--- config.mk ---
export PLATFORM = sky130hd
export DESIGN_NAME = uotg_ctrl
export DESIGN_NICKNAME = d
export VERILOG_FILES = /design/src/uotg_pkg.sv /design/src/uotg_stable.sv /design/src/uotg_ctrl.sv
export VERILOG_INCLUDE_DIRS = /design/src /design/src/src
export SDC_FILE = /design/constraint.sdc
export NUM_CORES = 1
export LEC_CHECK = 0
export BUFFER_PORTS_ARGS = -buffer_cell sky130_fd_sc_hd__buf_4
export CAP_MARGIN = 40
export CORE_MARGIN = 8
export CORE_UTILIZATION = 50
export CTS_CLUSTER_DIAMETER = 60
export DETAILED_ROUTE_END_ITERATION = 8
export GPL_TIMING_DRIVEN = 0
export PLACE_DENSITY = 0.78
export SLEW_MARGIN = 20
export SYNTH_ARGS = -nofsm -noshare
export SYNTH_HDL_FRONTEND = slang
export SYNTH_HIERARCHICAL = 1
export SYNTH_SLANG_ARGS = --single-unit
--- constraint.sdc ---
create_clock -name clk_sys -period 2.4 [get_ports clk_sys]
set_input_delay 0.24 -clock clk_sys [delete_from_list [all_inputs] [get_ports clk_sys]]
set_output_delay 0.24 -clock clk_sys [all_outputs]
set_load 0.01 [all_outputs]
--- src/uotg_cfg.svh ---
`ifndef UOTG_CFG_SVH
`define UOTG_CFG_SVH
// Overview of operation
// - one system clock times every USB interval this block measures
// - host mode is an embedded host, no standard controller register model
// - handshake progress is tracked by hardware, no software per transaction
// - packet data moves by the module's own DMA engine, gated here
// - event flags set by hardware, cleared by writing one, reset zero
// - bit 7 sets on any change of the ID pin
// - bit 6 sets each time the 1 ms timer expires
// - bit 5 sets when line state holds 1 ms at a new value
// - bit 4 sets when D+, D-, ID or VBUS activity wakes the module
// - bit 3 sets when VBUS falls below the session end level
// - bit 2 sets on any change of the session end comparator
// - bit 0 sets on session valid change; bit 1 unimplemented
// - bits 31 to 8 of both registers read as zero
// - control bit 7 shows live J state, read only
// - control bit 6 shows live single ended zero, read only
// - device mode: bit 5 disables packet processing, set on SETUP
// - host mode: bit 5 reads token busy; software polls before next token
// - host mode: bit 4 drives USB reset while set
// - bit 3 enables host; any toggle resets host control logic
// - host mode: clearing resume appends a low speed end of packet

// ---------------------------------------------------------------
// register map
// ---------------------------------------------------------------
`define UOTG_OFS_EVENT 8'h00
`define UOTG_OFS_CTRL 8'h04
`define UOTG_EVENT_RST 8'h00
`define UOTG_CTRL_RST 6'h00
`define UOTG_EVENT_IMPL 8'hFD

// event flag bit positions
`define UOTG_EV_ID 7
`define UOTG_EV_MS 6
`define UOTG_EV_LINE 5
`define UOTG_EV_ACT 4
`define UOTG_EV_SDROP 3
`define UOTG_EV_BVBUS 2
`define UOTG_EV_AVBUS 0

// control bit positions
`define UOTG_CT_J 7
`define UOTG_CT_SE0 6
`define UOTG_CT_PKT 5
`define UOTG_CT_RST 4
`define UOTG_CT_HOST 3
`define UOTG_CT_RES 2
`define UOTG_CT_PPB 1
`define UOTG_CT_EN 0

// ---------------------------------------------------------------
// timing
// ---------------------------------------------------------------
`define UOTG_CLK_MHZ 20
`define UOTG_MS_US 1000
`define UOTG_MS_CYC (`UOTG_MS_US * `UOTG_CLK_MHZ)
`define UOTG_LSEOP_NS 1333
`define UOTG_LSEOP_CYC ((`UOTG_LSEOP_NS * `UOTG_CLK_MHZ + 999) / 1000)
`endif

--- src/uotg_pkg.sv ---
package uotg_pkg;
   // bus side levels seen by the block, already in the clk_sys domain
   typedef struct packed {
      logic dp;
      logic dm;
      logic id;
      logic vbus_above_end;
      logic vbus_valid;
   } uotg_line_s;

   typedef enum logic [1:0] {
      UOTG_RS_IDLE = 2'b00,
      UOTG_RS_DRIVE = 2'b01,
      UOTG_RS_EOP = 2'b11
   } uotg_res_e;
endpackage : uotg_pkg

--- src/uotg_stable.sv ---
`timescale 1ns/1ps
module uotg_stable #(
   parameter int W = 2,
   parameter int HOLD_CYC = 20000
) (
   input wire logic clk_sys,
   input wire logic rstn,
   input wire logic [W-1:0] val,
   output logic stable_new
);
   localparam int CW = $clog2(HOLD_CYC + 1);
   localparam logic [CW-1:0] HOLD = CW'(HOLD_CYC);

   logic [CW-1:0] cnt_r, cnt_nxt;
   logic [W-1:0] cur_r, cur_nxt;
   logic [W-1:0] stab_r, stab_nxt;
   logic fire_r, fire_nxt;

   // counter saturates so a long steady state fires only once
   always_comb begin
      cnt_nxt = cnt_r;
      cur_nxt = cur_r;
      stab_nxt = stab_r;
      fire_nxt = 1'b0;
      if (val != cur_r) begin
         cnt_nxt = '0;
         cur_nxt = val;
      end else if (cnt_r < HOLD - 1'b1) begin
         cnt_nxt = cnt_r + 1'b1;
      end else if (cnt_r == HOLD - 1'b1) begin
         cnt_nxt = HOLD;
         stab_nxt = cur_r;
         fire_nxt = (cur_r != stab_r);
      end
   end

   always_ff @(posedge clk_sys) begin
      if (!rstn) begin
         cnt_r <= '0;
         cur_r <= '0;
         stab_r <= '0;
         fire_r <= 1'b0;
      end else begin
         cnt_r <= cnt_nxt;
         cur_r <= cur_nxt;
         stab_r <= stab_nxt;
         fire_r <= fire_nxt;
      end
   end

   assign stable_new = fire_r;
endmodule : uotg_stable

--- src/uotg_ctrl.sv ---
`timescale 1ns/1ps
`include "uotg_cfg.svh"
module uotg_ctrl #(
   parameter int MS_CYC = `UOTG_MS_CYC
) (
   input wire logic clk_sys,
   input wire logic rstn,
   input wire logic hsel,
   input wire logic [31:0] haddr,
   input wire logic [1:0] htrans,
   input wire logic hwrite,
   input wire logic [2:0] hsize,
   input wire logic [31:0] hwdata,
   input wire logic hready,
   output logic hreadyout,
   output logic [31:0] hrdata,
   output logic hresp,
   input wire uotg_pkg::uotg_line_s line,
   input wire logic setup_rx,
   input wire logic tok_issue,
   input wire logic tok_done,
   output logic pkt_proc_disable,
   output logic token_in_progress,
   output logic bus_reset_drive,
   output logic host_capability_enable,
   output logic host_logic_reset,
   output logic resume_drive,
   output logic ls_eop_drive,
   output logic module_enable,
   output logic frame_marker_enable,
   output logic ping_pong_pointer_reset
);
   import uotg_pkg::*;

   localparam int MW = $clog2(MS_CYC + 1);
   localparam logic [MW-1:0] MS_LAST = MW'(MS_CYC - 1);
   localparam int EW = $clog2(`UOTG_LSEOP_CYC + 1);
   localparam logic [EW-1:0] EOP_LAST = EW'(`UOTG_LSEOP_CYC - 1);

   // ---------------------------------------------------------------
   // bus slave
   // ---------------------------------------------------------------
   logic ap_wr_r, ap_wr_nxt;
   logic [7:0] ap_ofs_r, ap_ofs_nxt;
   logic [31:0] rdata_r, rdata_nxt;
   logic take;
   logic wr_ev, wr_ct;
   logic [7:0] ev_r, ev_nxt, ev_set, ev_clr;
   logic [5:0] ctl_r, ctl_nxt;
   logic live_j, live_se0;
   logic is_host;
   logic tok_r, tok_nxt;
   logic hrst_r, hrst_nxt;
   logic brst_r, brst_nxt;

   // zero wait states: the map is flip-flops only, nothing to stall for
   assign take = hsel && htrans[1] && hready;
   assign wr_ev = ap_wr_r && (ap_ofs_r == `UOTG_OFS_EVENT);
   assign wr_ct = ap_wr_r && (ap_ofs_r == `UOTG_OFS_CTRL);

   always_comb begin
      ap_wr_nxt = 1'b0;
      ap_ofs_nxt = ap_ofs_r;
      rdata_nxt = rdata_r;
      if (take) begin
         // writes outside the decoded page are dropped
         ap_wr_nxt = hwrite && (haddr[31:8] == 24'h00_0000);
         ap_ofs_nxt = haddr[7:0];
         rdata_nxt = 32'h0000_0000;
         if (!hwrite && haddr[31:8] == 24'h00_0000) begin
            // next values so a write just before is seen
            case (haddr[7:0])
               `UOTG_OFS_EVENT: rdata_nxt[7:0] = ev_nxt;
               `UOTG_OFS_CTRL: begin
                  rdata_nxt[`UOTG_CT_J] = live_j;
                  rdata_nxt[`UOTG_CT_SE0] = live_se0;
                  rdata_nxt[5:0] = ctl_nxt;
                  // token busy replaces bit 5 in host mode
                  if (ctl_nxt[`UOTG_CT_HOST])
                     rdata_nxt[`UOTG_CT_PKT] = tok_nxt;
               end
               // nothing else is mapped; no host controller model
               default: rdata_nxt = 32'h0000_0000;
            endcase
         end
      end
   end

   always_ff @(posedge clk_sys) begin
      if (!rstn) begin
         ap_wr_r <= 1'b0;
         ap_ofs_r <= 8'h00;
         rdata_r <= 32'h0000_0000;
      end else begin
         ap_wr_r <= ap_wr_nxt;
         ap_ofs_r <= ap_ofs_nxt;
         rdata_r <= rdata_nxt;
      end
   end

   assign hreadyout = 1'b1;
   assign hresp = 1'b0;
   assign hrdata = rdata_r;

   // ---------------------------------------------------------------
   // line watch and 1 ms timer
   // ---------------------------------------------------------------
   uotg_line_s prev_r;
   logic prev_ok_r;
   logic [MW-1:0] ms_cnt_r, ms_cnt_nxt;
   logic ms_tick;
   logic line_new;
   logic changed;

   // full speed polarity: J is D+ high, D- low
   assign live_j = line.dp && !line.dm;
   assign live_se0 = !line.dp && !line.dm;
   assign is_host = ctl_r[`UOTG_CT_HOST];
   assign changed = prev_ok_r && (line != prev_r);

   // every interval is counted on clk_sys alone
   assign ms_tick = (ms_cnt_r == MS_LAST);
   always_comb begin
      ms_cnt_nxt = ms_tick ? '0 : ms_cnt_r + 1'b1;
   end

   always_ff @(posedge clk_sys) begin
      if (!rstn) begin
         prev_r <= '0;
         prev_ok_r <= 1'b0;
         ms_cnt_r <= '0;
      end else begin
         prev_r <= line;
         prev_ok_r <= 1'b1;
         ms_cnt_r <= ms_cnt_nxt;
      end
   end

   uotg_stable #(
      .W(2),
      .HOLD_CYC(MS_CYC)
   ) u_stable (
      .clk_sys(clk_sys),
      .rstn(rstn),
      .val({line.dp, line.dm}),
      .stable_new(line_new)
   );

   // ---------------------------------------------------------------
   // event flags
   // ---------------------------------------------------------------
   always_comb begin
      ev_set = 8'h00;
      ev_set[`UOTG_EV_ID] = prev_ok_r && (line.id != prev_r.id);
      ev_set[`UOTG_EV_MS] = ms_tick;
      ev_set[`UOTG_EV_LINE] = line_new;
      // a module left disabled is asleep; any line move wakes it
      ev_set[`UOTG_EV_ACT] = changed && !ctl_r[`UOTG_CT_EN];
      ev_set[`UOTG_EV_SDROP] = prev_ok_r && prev_r.vbus_above_end
         && !line.vbus_above_end;
      ev_set[`UOTG_EV_BVBUS] = prev_ok_r
         && (line.vbus_above_end != prev_r.vbus_above_end);
      ev_set[`UOTG_EV_AVBUS] = prev_ok_r
         && (line.vbus_valid != prev_r.vbus_valid);
      ev_clr = wr_ev ? hwdata[7:0] : 8'h00;
      // set applied after clear, zeros leave the flag alone
      ev_nxt = ((ev_r & ~ev_clr) | ev_set) & `UOTG_EVENT_IMPL;
   end

   always_ff @(posedge clk_sys) begin
      if (!rstn) begin
         ev_r <= `UOTG_EVENT_RST;
      end else begin
         ev_r <= ev_nxt;
      end
   end

   // ---------------------------------------------------------------
   // control, token and host reset
   // ---------------------------------------------------------------
   always_comb begin
      ctl_nxt = ctl_r;
      if (wr_ct)
         ctl_nxt = hwdata[5:0];
      // a SETUP seen in device mode halts packet processing
      if (setup_rx && !is_host)
         ctl_nxt[`UOTG_CT_PKT] = 1'b1;
      // toggle of host enable pulses host reset
      hrst_nxt = ctl_nxt[`UOTG_CT_HOST] != ctl_r[`UOTG_CT_HOST];
      // busy from issue to hardware completion
      tok_nxt = tok_r;
      if (tok_done)
         tok_nxt = 1'b0;
      if (tok_issue && is_host)
         tok_nxt = 1'b1;
      if (hrst_nxt || !ctl_nxt[`UOTG_CT_HOST])
         tok_nxt = 1'b0;
      brst_nxt = ctl_nxt[`UOTG_CT_RST] && ctl_nxt[`UOTG_CT_HOST];
   end

   always_ff @(posedge clk_sys) begin
      if (!rstn) begin
         ctl_r <= `UOTG_CTRL_RST;
         tok_r <= 1'b0;
         hrst_r <= 1'b0;
         brst_r <= 1'b0;
      end else begin
         ctl_r <= ctl_nxt;
         tok_r <= tok_nxt;
         hrst_r <= hrst_nxt;
         brst_r <= brst_nxt;
      end
   end

   // the DMA engine only moves data while this stays low
   assign pkt_proc_disable = ctl_r[`UOTG_CT_PKT] && !is_host;
   assign token_in_progress = tok_r;
   assign bus_reset_drive = brst_r;
   assign host_capability_enable = is_host;
   assign host_logic_reset = hrst_r;
   assign module_enable = ctl_r[`UOTG_CT_EN] && !is_host;
   assign frame_marker_enable = ctl_r[`UOTG_CT_EN] && is_host;
   assign ping_pong_pointer_reset = ctl_r[`UOTG_CT_PPB];

   // ---------------------------------------------------------------
   // resume signalling
   // ---------------------------------------------------------------
   uotg_res_e rs_r, rs_nxt;
   logic [EW-1:0] eop_r, eop_nxt;

   // length of resume is software's to time; only the tail is ours
   always_comb begin
      rs_nxt = rs_r;
      eop_nxt = eop_r;
      case (rs_r)
         UOTG_RS_IDLE: begin
            if (ctl_r[`UOTG_CT_RES])
               rs_nxt = UOTG_RS_DRIVE;
         end
         UOTG_RS_DRIVE: begin
            if (!ctl_r[`UOTG_CT_RES]) begin
               eop_nxt = '0;
               rs_nxt = is_host ? UOTG_RS_EOP : UOTG_RS_IDLE;
            end
         end
         UOTG_RS_EOP: begin
            eop_nxt = eop_r + 1'b1;
            if (eop_r == EOP_LAST)
               rs_nxt = UOTG_RS_IDLE;
         end
         default: rs_nxt = UOTG_RS_IDLE;
      endcase
   end

   always_ff @(posedge clk_sys) begin
      if (!rstn) begin
         rs_r <= UOTG_RS_IDLE;
         eop_r <= '0;
      end else begin
         rs_r <= rs_nxt;
         eop_r <= eop_nxt;
      end
   end

   assign resume_drive = (rs_r == UOTG_RS_DRIVE);
   assign ls_eop_drive = (rs_r == UOTG_RS_EOP);
endmodule : uotg_ctrl

* Yosys cells after proc, flatten, opt, wreduce, memory -nomap -nowiden
Cells that the tools add are included.
** Storage, ports and cells
- Bits in registers :: 106
- Input bits :: 82
- Output and inout bits :: 44
- Word-level logic and storage cells :: 111
** Operators by class
- Add/sub/neg operators :: 3
- Magnitude comparators :: 1
- Equality and inequality tests :: 17
- Mux-type cells :: 19
- Bitwise gates (word level) :: 7
- Reduce and logical (&&, ||, !) cells :: 42
** Operators with widths (number)
- $add A15 B1 Y15 const B :: 2
- $eq A15 B15 Y1 const B :: 2
- $mux W15 :: 2
- $logic_not A24 Y1 :: 1
- $logic_and A1 B1 Y1 :: 21
- $eq A8 B3 Y1 const B :: 2
- $logic_not A8 Y1 :: 2
- $mux W8 :: 2
- $pmux W8 S2 :: 1
- $lt A15 B15 Y1 const B :: 1
- $pmux W5 S2 :: 1
- $and A8 B8 Y8 :: 1
- $mux W2 :: 4
- $not A8 Y8 :: 1
- $or A8 B8 Y8 :: 1
- $logic_not A1 Y1 :: 7
- $mux W1 :: 6
- $mux W6 :: 1
- $pmux W2 S3 :: 1
- $reduce_and A3 Y1 :: 2
- $add A5 B1 Y5 const B :: 1
- $eq A5 B5 Y1 const B :: 1
- $mux W5 :: 1
- $ne A5 B5 Y1 :: 1
- other kinds (13) :: 24

* Depth between registers and ports, before layout
Gate-level depths: netlist (run 1).
- Depth in word-level cells :: 9
- Depth in mapped cells :: 9
- Gate-level depth less buffers :: 9

* Cells and area by module
Netlist (run 1), hierarchy kept.
** Modules (own cells, without submodules)
- uotg_ctrl :: instances 1, cells each 351, area each 2987.9 um^2, sequential area each 1221.2 um^2
- uotg_stable :: instances 1, cells each 116, area each 1039.7 um^2, sequential area each 400.4 um^2

* Worst setup path before layout (run 1)
OpenSTA, ideal clock, no wires.
- Path kind :: register -> register
- Start :: register ap_ofs_r[5]
- End :: register rdata_r[5], in the netlist hrdata[5]
- Setup time :: 0.120 ns
- Arrival time :: 1.824 ns
- Data required time :: 2.280 ns
- Setup slack :: 0.457 ns
- Stages on the path, launching flop included :: 10
- Buffers on the path :: 0
- Clock period less this slack :: 1.943 ns
- Cells stage by stage :: dfxtp_1 -> nor4b_4 -> nand3_4 -> mux2i_1 -> inv_1 -> ha_1 -> o21ai_0 -> nor3_1 -> o21ai_0 -> a21oi_1
** On the way
- Cells in the longest elaborated chain, start to end :: 9
- Elaborated cells between the ends (all ways) :: 17
- Those cells by class :: eq/ne (2); mux (7); bitwise (3); reduce/logical (5)
** RTL lines
- from (decl) :: RTL line uotg_ctrl.sv:44 : logic [7:0] ap_ofs_r, ap_ofs_nxt;
- from (signal assigned) :: RTL line uotg_ctrl.sv:96 : ap_ofs_r <= ap_ofs_nxt;
- $eq A8 B3 Y1 (no line) (*)
- $logic_and A1 B1 Y1 (*) :: RTL line uotg_ctrl.sv:59 : assign wr_ct = ap_wr_r && (ap_ofs_r == `UOTG_OFS_CTRL);
- $mux W6 (*) :: RTL line uotg_ctrl.sv:183 : if (wr_ct)
- via ctl_nxt[3] :: RTL line uotg_ctrl.sv:49 : logic [5:0] ctl_r, ctl_nxt;
- $ne A1 B1 Y1 or $logic_not A1 Y1 (tied branches) :: RTL line uotg_ctrl.sv:189, uotg_ctrl.sv:196
- $logic_or A1 B1 Y1 :: RTL line uotg_ctrl.sv:196 : if (hrst_nxt || !ctl_nxt[`UOTG_CT_HOST])
- $mux W1 :: RTL line uotg_ctrl.sv:196
- $mux W1 (*) :: RTL line uotg_ctrl.sv:79 : if (ctl_nxt[`UOTG_CT_HOST])
- $pmux W8 S2 (*) :: RTL line uotg_ctrl.sv:72 : case (haddr[7:0])
- $mux W8 (*) :: RTL line uotg_ctrl.sv:70 : if (!hwrite && haddr[31:8] == 24'h00_0000) begin
- to (signal assigned) :: RTL line uotg_ctrl.sv:97 : rdata_r <= rdata_nxt;
- to (decl) :: RTL line uotg_ctrl.sv:45 : logic [31:0] rdata_r, rdata_nxt;
The timed path passes the listed nets; every way through them passes the cells marked *.
A chain may end at the register's enable or synchronous reset.

* Final worst setup path (run 1)
- Start :: register ap_ofs_r[0]
- End :: register rdata_r[5], in the netlist hrdata[5]
The elaborated chain is that of the path after synthesis.

==> flow_metrics.tcl, run 1 <==
set metrics [dict create \
    status "completed" \
    worst-endpoint-arrival_ps 2500 \
    yosysSeqAreaShare 0.403 \
    holdWs_ps 88.9 \
    critPathCaptureType "flip-flop" \
    yosys.area_share.simple 0.294 \
    cts_sinks 81 \
    fp.dieH_um 106 \
    synthCells 467 \
    nets 662 \
    top_level_ports 126 \
    hold_viol_final 0 \
    overflow 0 \
    via_per_inst 5.33 \
    initial_utilization 0.519 \
    clock_path_buffers 2 \
    portBuffers 71 \
    vias 3632 \
    place_hpwl_um 7650 \
    finalCriticalPeriod_ps 2260 \
    syn_to_final_growth_pct 25.6 \
    gp_congestion 0.828 \
    synth_seq_cells 81 \
    synth.top_cells.by_count "dfxtp_1, nor2_1, nand2_1, buf_4, nand3_1" \
    crit_top_cell "o21ai_0" \
    totalWireLength_um 9860 \
    muxShareOfSynthArea 0.0186 \
    synthArstFlopShare 0 \
    max-slew-margin-rel 0.598 \
    numPlacedInstances 664 \
    critPathKind "flip-flop to flip-flop" \
    yosys.area.top_type "dfxtp_1" \
    finalSetupViolations 0 \
    detail-route-antenna-nets 0 \
    min_period_over_period 0.942 \
    antenna_found_initial 0 \
    root_buffer "clkbuf_8" \
    diodes 0 \
    wire_per_inst_um 14.5 \
    die_w_um 106 \
    p_per_area_mw_per_mm2 582 \
    hold_class "primary input to flip-flop" \
    power_leakage_nw 2.08 \
    ys.flop_type "dfxtp_1" \
    syn_area_mm2 0.00403 \
    grt_pass1_wl_um 16600 \
    core_area_mm2 0.00777 \
    drc_errors 0 \
    path_clk_slew_ps 80 \
    path_max_fanout 10 \
    irDropWorstVdd_v 0.000301 \
    rows 32 \
    grt_max_degree 14 \
    tightest_slew_ps 596 \
    fmax_mhz 442 \
    drtIter0Drc 94 \
    crit_family "simple AND/OR/NAND/NOR gates" \
    worst_setup_path_start_kind "flip-flop" \
    slew_viol_final 0 \
    drive_gt1_frac 0.240 \
    fin_setup_tns_ps 0 \
    grt_pass1_vias 3593 \
    ctsHtreeMaxLevel 3 \
    cp_slowest_cell "nor4_4" \
    synth_top_family_by_area "simple AND/OR/NAND/NOR gates" \
    synth-compound-area-share 0.131 \
    yosysMostFrequentCell "dfxtp_1" \
    cts_hold_buf 0 \
    fin_cells 681 \
    cts_tree "done" \
    path_cells "nor4_4 -> nand3_4 -> mux2i_2 -> inv_1 -> ha_1 -> o21ai_0 -> nor3_1 -> o21ai_0 -> a21oi_1" \
    required_ps 2640 \
    netlist.area_leader.share 0.403 \
    rsz0062_at_grt "false" \
    track_usage 0.177 \
    cp_num_buf_inv 1 \
    insertion_delay_ps 350 \
    synth_edf_count 0 \
    synthXorXnorAreaFrac 0.0609 \
    die_area_mm2 0.0112 \
    synth_cell_type_count 69 \
    finalClockSkew_ps 6.75 \
    maxCapViolations 0 \
    firstDrtPassIters 4 \
    ys_warn_count 6 \
    critPathMaxStageDelay_ps 530 \
    synthTopCellsByArea "dfxtp_1, nor2_1, buf_4" \
    cts_buffers 9 \
    syn_avg_cell_area_um2 8.62 \
    synthAdderAreaFrac 0.0155 \
]
==> through the flow <==
step                       util  total power, mW  worst slack [ps]  instance area, um^2
after global placement    0.615             1.66               123                 4780
after CTS                 0.649             2.97              52.9                 5040
after detailed placement  0.615             1.67              54.8                 4780
after floorplan               -             1.56               457                 4120
final                     0.651             2.94               139                 5060
after global routing      0.651             3.06              7.42                 5060
==> metal layers <==
metal / track usage / part of all wire / up-vias
li1: - / - / 1822
met3: 0.0615 / 0.061 / 8
met5: 0 / 0 / -
met4: 0.0503 / 0.0093 / 0
met2: 0.293 / 0.49 / 102
met1: 0.211 / 0.44 / 1700
==> registers in the layout (all words and copies together), names as in the netlist <==
signal	flops
ap_ofs_r	8
ap_wr_r	1
bus_reset_drive	1
ctl_r	6
eop_r	5
ev_r	7
host_logic_reset	1
hrdata	8
ms_cnt_r	15
prev_ok_r	1
prev_r	5
rs_r	2
token_in_progress	1
u_stable/cnt_r	15
u_stable/cur_r	2
u_stable/stab_r	2
u_stable/stable_new	1
==> cell usage in the layout (no fill, tap or decap), types with 5 or more instances in the layout <==
cell type and n:
nand4_1 14, nand3_1 20, ha_1 5, a211oi_1 6
mux2i_1 5, and3_1 5, conb_1 26, nor2b_1 7
nor2_1 56, dfxtp_1 81, and2_1 17, o21ai_0 12
clkbuf_8 10, nor3_1 10, clkbuf_1 10, nand2_1 42
xor2_1 18, nor4_1 11, buf_4 98, xnor2_1 10
inv_1 13, a21oi_1 19
==> logic make-up (layout without fill, tap and decap cells) <==
family                   count (synthesis)  count (layout)
adder cells (fa/ha/maj)                  5               5
AO/OA/AOI/OAI                           76              76
buffers and inverters                   52             140
AND/OR/NAND/NOR                        216             216
XOR/XNOR                                28              28
flip-flops                              81              81
multiplexers                             7               7
other                                    2              26
==> where the power goes <==
part / leakage, nW / switching (mW) / internal (mW)
registers: 0.657 / 0.0192 / 1.37
clock network: 0.129 / 0.484 / 0.819
logic: 1.30 / 0.124 / 0.129
total: 2.08 / 0.628 / 2.32
==> path summary, 6_finish.rpt <==
check	to	slack (ps)	startpoint	cells past startpoint
max	hrdata[5]	140	ap_ofs_r[0]	9
min	prev_ok_r	90	rstn	1
max reg2reg	hrdata[5]	140	ap_ofs_r[0]	9
min reg2reg	ms_cnt_r[0]	470	ms_cnt_r[0]	1
==> cell type report <==
| type | count | area [um^2] |
|---|---|---|
| clock inverters | 5 | 128 |
| flip-flops and latches | 81 | 1620 |
| inverters | 13 | 48.8 |
| well taps | 102 | 128 |
| clock buffers | 10 | 138 |
| fillers | 640 | 2710 |
| repair buffers | 73 | 546 |
| multi-input cells | 358 | 2200 |
| plain buffers | 39 | 254 |
==> timing repair <==
action | in CTS | in global routing
buffers inserted | 0 | 1
endpoints found under the setup margin | 0 | 1
gates resized for setup | 0 | 1
(Power assumes the default switching activity.)
==> run 2, diff against run 1 <==
--- a/config.mk
+++ b/config.mk
@@ -6,6 +6,7 @@
 export SDC_FILE = /design/constraint.sdc
 export NUM_CORES = 1
 export LEC_CHECK = 0
+export ABC_AREA = 1
 export BUFFER_PORTS_ARGS = -buffer_cell sky130_fd_sc_hd__buf_4
 export CAP_MARGIN = 40
 export CORE_MARGIN = 8
==> flow_metrics.tcl, run 2 <==
set metrics [dict create \
    fin_setup_tns_ps 0 \
    cts_tree "done" \
    required_ps 2690 \
    gp_congestion 0.866 \
    top_level_ports 126 \
    drive_gt1_frac 0.221 \
    overflow 0 \
    fmax_mhz 548 \
    cts_buffers 9 \
    detail-route-antenna-nets 0 \
    synthXorXnorAreaFrac 0.0251 \
    synth-compound-area-share 0.107 \
    hold-path-cell-count 3 \
    holdWs_ps 84.5 \
    crit_family "simple AND/OR/NAND/NOR gates" \
    cts_resized 0 \
    root_buffer "clkbuf_8" \
    worst-endpoint-arrival_ps 2110 \
    use_met3 0.0521 \
    initial_utilization 0.513 \
    synth_top_family_by_area "simple AND/OR/NAND/NOR gates" \
    yosys.area_share.simple 0.334 \
    grt_pass1_wl_um 17000 \
    reg2reg_slack_ps 570 \
    synthCells 598 \
    nets 791 \
    hold_class "primary input to flip-flop" \
    path_clk_slew_ps 80 \
    yosysMostFrequentCell "nand2_1" \
    min_to "prev_r[0]" \
    reg2reg_depth 11 \
    top_regs "ms_cnt_r (15), u_stable/cnt_r (15)" \
    p_per_area_mw_per_mm2 493 \
    rsz0062_at_grt "false" \
    synthArstFlopShare 0 \
    ys_warn_count 6 \
    fp.dieH_um 108 \
    finalSetupViolations 0 \
    syn_area_mm2 0.00419 \
    power_leakage_nw 2.39 \
    finalClockSkew_ps 8.14 \
    totalWireLength_um 10100 \
    finalInstanceArea_mm2 0.00512 \
    netlist.area_leader.share 0.387 \
    critPathKind "flip-flop to flip-flop" \
    firstDrtPassIters 4 \
    diodes 0 \
    crit_top_cell "nand3_1" \
    muxShareOfSynthArea 0.00268 \
    track_usage 0.178 \
    insertion_delay_ps 350 \
    path_cells "nor2_1 -> nand2_1 -> nor2_4 -> nand3_1 -> nand2_2 -> ha_1 -> a21boi_0 -> nand3_1 -> nand3_1 -> nand2_1 -> a21oi_1" \
    synth_edf_count 0 \
    portBuffers 71 \
    yosys.area.top_type "dfxtp_1" \
    finalCriticalPeriod_ps 1830 \
    vias 4031 \
    slew_viol_final 0 \
    critPathCaptureType "flip-flop" \
    wire_per_inst_um 12.4 \
    grt_max_degree 14 \
    hold_viol_final 0 \
    cts_setup_buffers 0 \
    via_per_inst 4.95 \
    cp_slowest_cell "dfxtp_1" \
    cts_hold_buf 0 \
    gr-usage-met1 0.196 \
    die_area_mm2 0.0116 \
    syn_to_final_growth_pct 22.1 \
    synth_cell_type_count 45 \
    synth.top_cells.by_count "nand2_1, dfxtp_1, nor2_1, inv_1" \
    path_max_fanout 7 \
    min_period_over_period 0.761 \
    worst_setup_path_start_kind "flip-flop" \
    yosysSeqAreaShare 0.387 \
    synth_seq_cells 81 \
    tightest_slew_ps 529 \
    mostFrequentLayoutCells "nand2_1, buf_4, dfxtp_1" \
    synthAdderAreaFrac 0.0149 \
    final_common_cell "nand2_1" \
    place_hpwl_um 7880 \
    clock_path_buffers 2 \
    cts_sinks 81 \
    antenna_found_initial 0 \
    maxCapViolations 0 \
    crit_path_start "ap_ofs_r[4]" \
    grt_pass1_vias 3917 \
    syn_avg_cell_area_um2 7.01 \
    drtIter0Drc 166 \
    irDropWorstVdd_v 0.000354 \
    status "completed" \
    place_area_mm2 0.00495 \
    ys.flop_type "dfxtp_1" \
    grt-busiest-layer "met2" \
    die_w_um 108 \
    r2r-start "ap_ofs_r[4]" \
    drc_errors 0 \
    cp_num_buf_inv 0 \
    hp-start "line[0]" \
    use_met2 0.314 \
    ctsHtreeMaxLevel 3 \
    max-slew-margin-rel 0.647 \
    r2r_end "hrdata[5]" \
    critPathMaxStageDelay_ps 320 \
    rows 33 \
    core_area_mm2 0.00818 \
    synthTopCellsByArea "dfxtp_1, nand2_1, nor2_1" \
    post-route-util 0.626 \
]
-- run 2: area by class of cell --
cell class | instances | area, um^2
buffer | 35 | 255
clock buffer | 11 | 141
clock inverter | 5 | 31.3
fill | 777 | 3050
inverter | 75 | 282
multi-input combinational | 431 | 2130
sequential | 81 | 1620
tap | 105 | 131
timing repair buffer | 71 | 533
-- run 2: worst max-delay path by stage --
stage / cells past startpoint / slack (ps) / to
after floorplan: 11 / 820 / hrdata[5]
after global placement: 11 / 600 / hrdata[5]
after detailed placement: 11 / 600 / hrdata[5]
after CTS: 11 / 580 / hrdata[5]
after global routing: 11 / 310 / hrdata[5]
final: 11 / 570 / hrdata[5]
-- run 2: stage by stage --
step                      worst slack (ps)  cells  total power [mW]
after floorplan                        822    622              1.56
after global placement                 598    798              1.66
after detailed placement               600    798              1.67
after CTS                              576    814              2.55
after global routing                   313    814              2.64
final                                  574    814              2.53
-- run 2: power by group --
part | internal [mW] | switching [mW] | total, mW
combinational | 0.126 | 0.133 | 0.259
clock | 0.401 | 0.485 | 0.886
sequential | 1.37 | 0.0138 | 1.38
total | 1.89 | 0.632 | 2.53
-- run 2: cell families after synthesis --
logic type	after synthesis
adder cells (fa/ha/maj)	5
buffers and inverters	110
flip-flops	81
AND/OR/NAND/NOR	303
AO/OA/AOI/OAI	84
other	2
multiplexers	1
XOR/XNOR	12
-- run 2: worst reg2reg max path, cell delays in order (launching register included) --
cell      delay [ps]
dfxtp_1          320
nor2_1           100
nand2_1          130
nor2_4           200
nand3_1          110
nand2_2          120
ha_1             140
a21boi_0         260
nand3_1          110
nand3_1           90
nand2_1           50
a21oi_1          120
-- run 2: layer usage --
metal	part of all wire	vias up
li1	-	2068
met2	0.50	119
met4	0.011	0
met1	0.40	1833
met5	0	-
met3	0.084	11
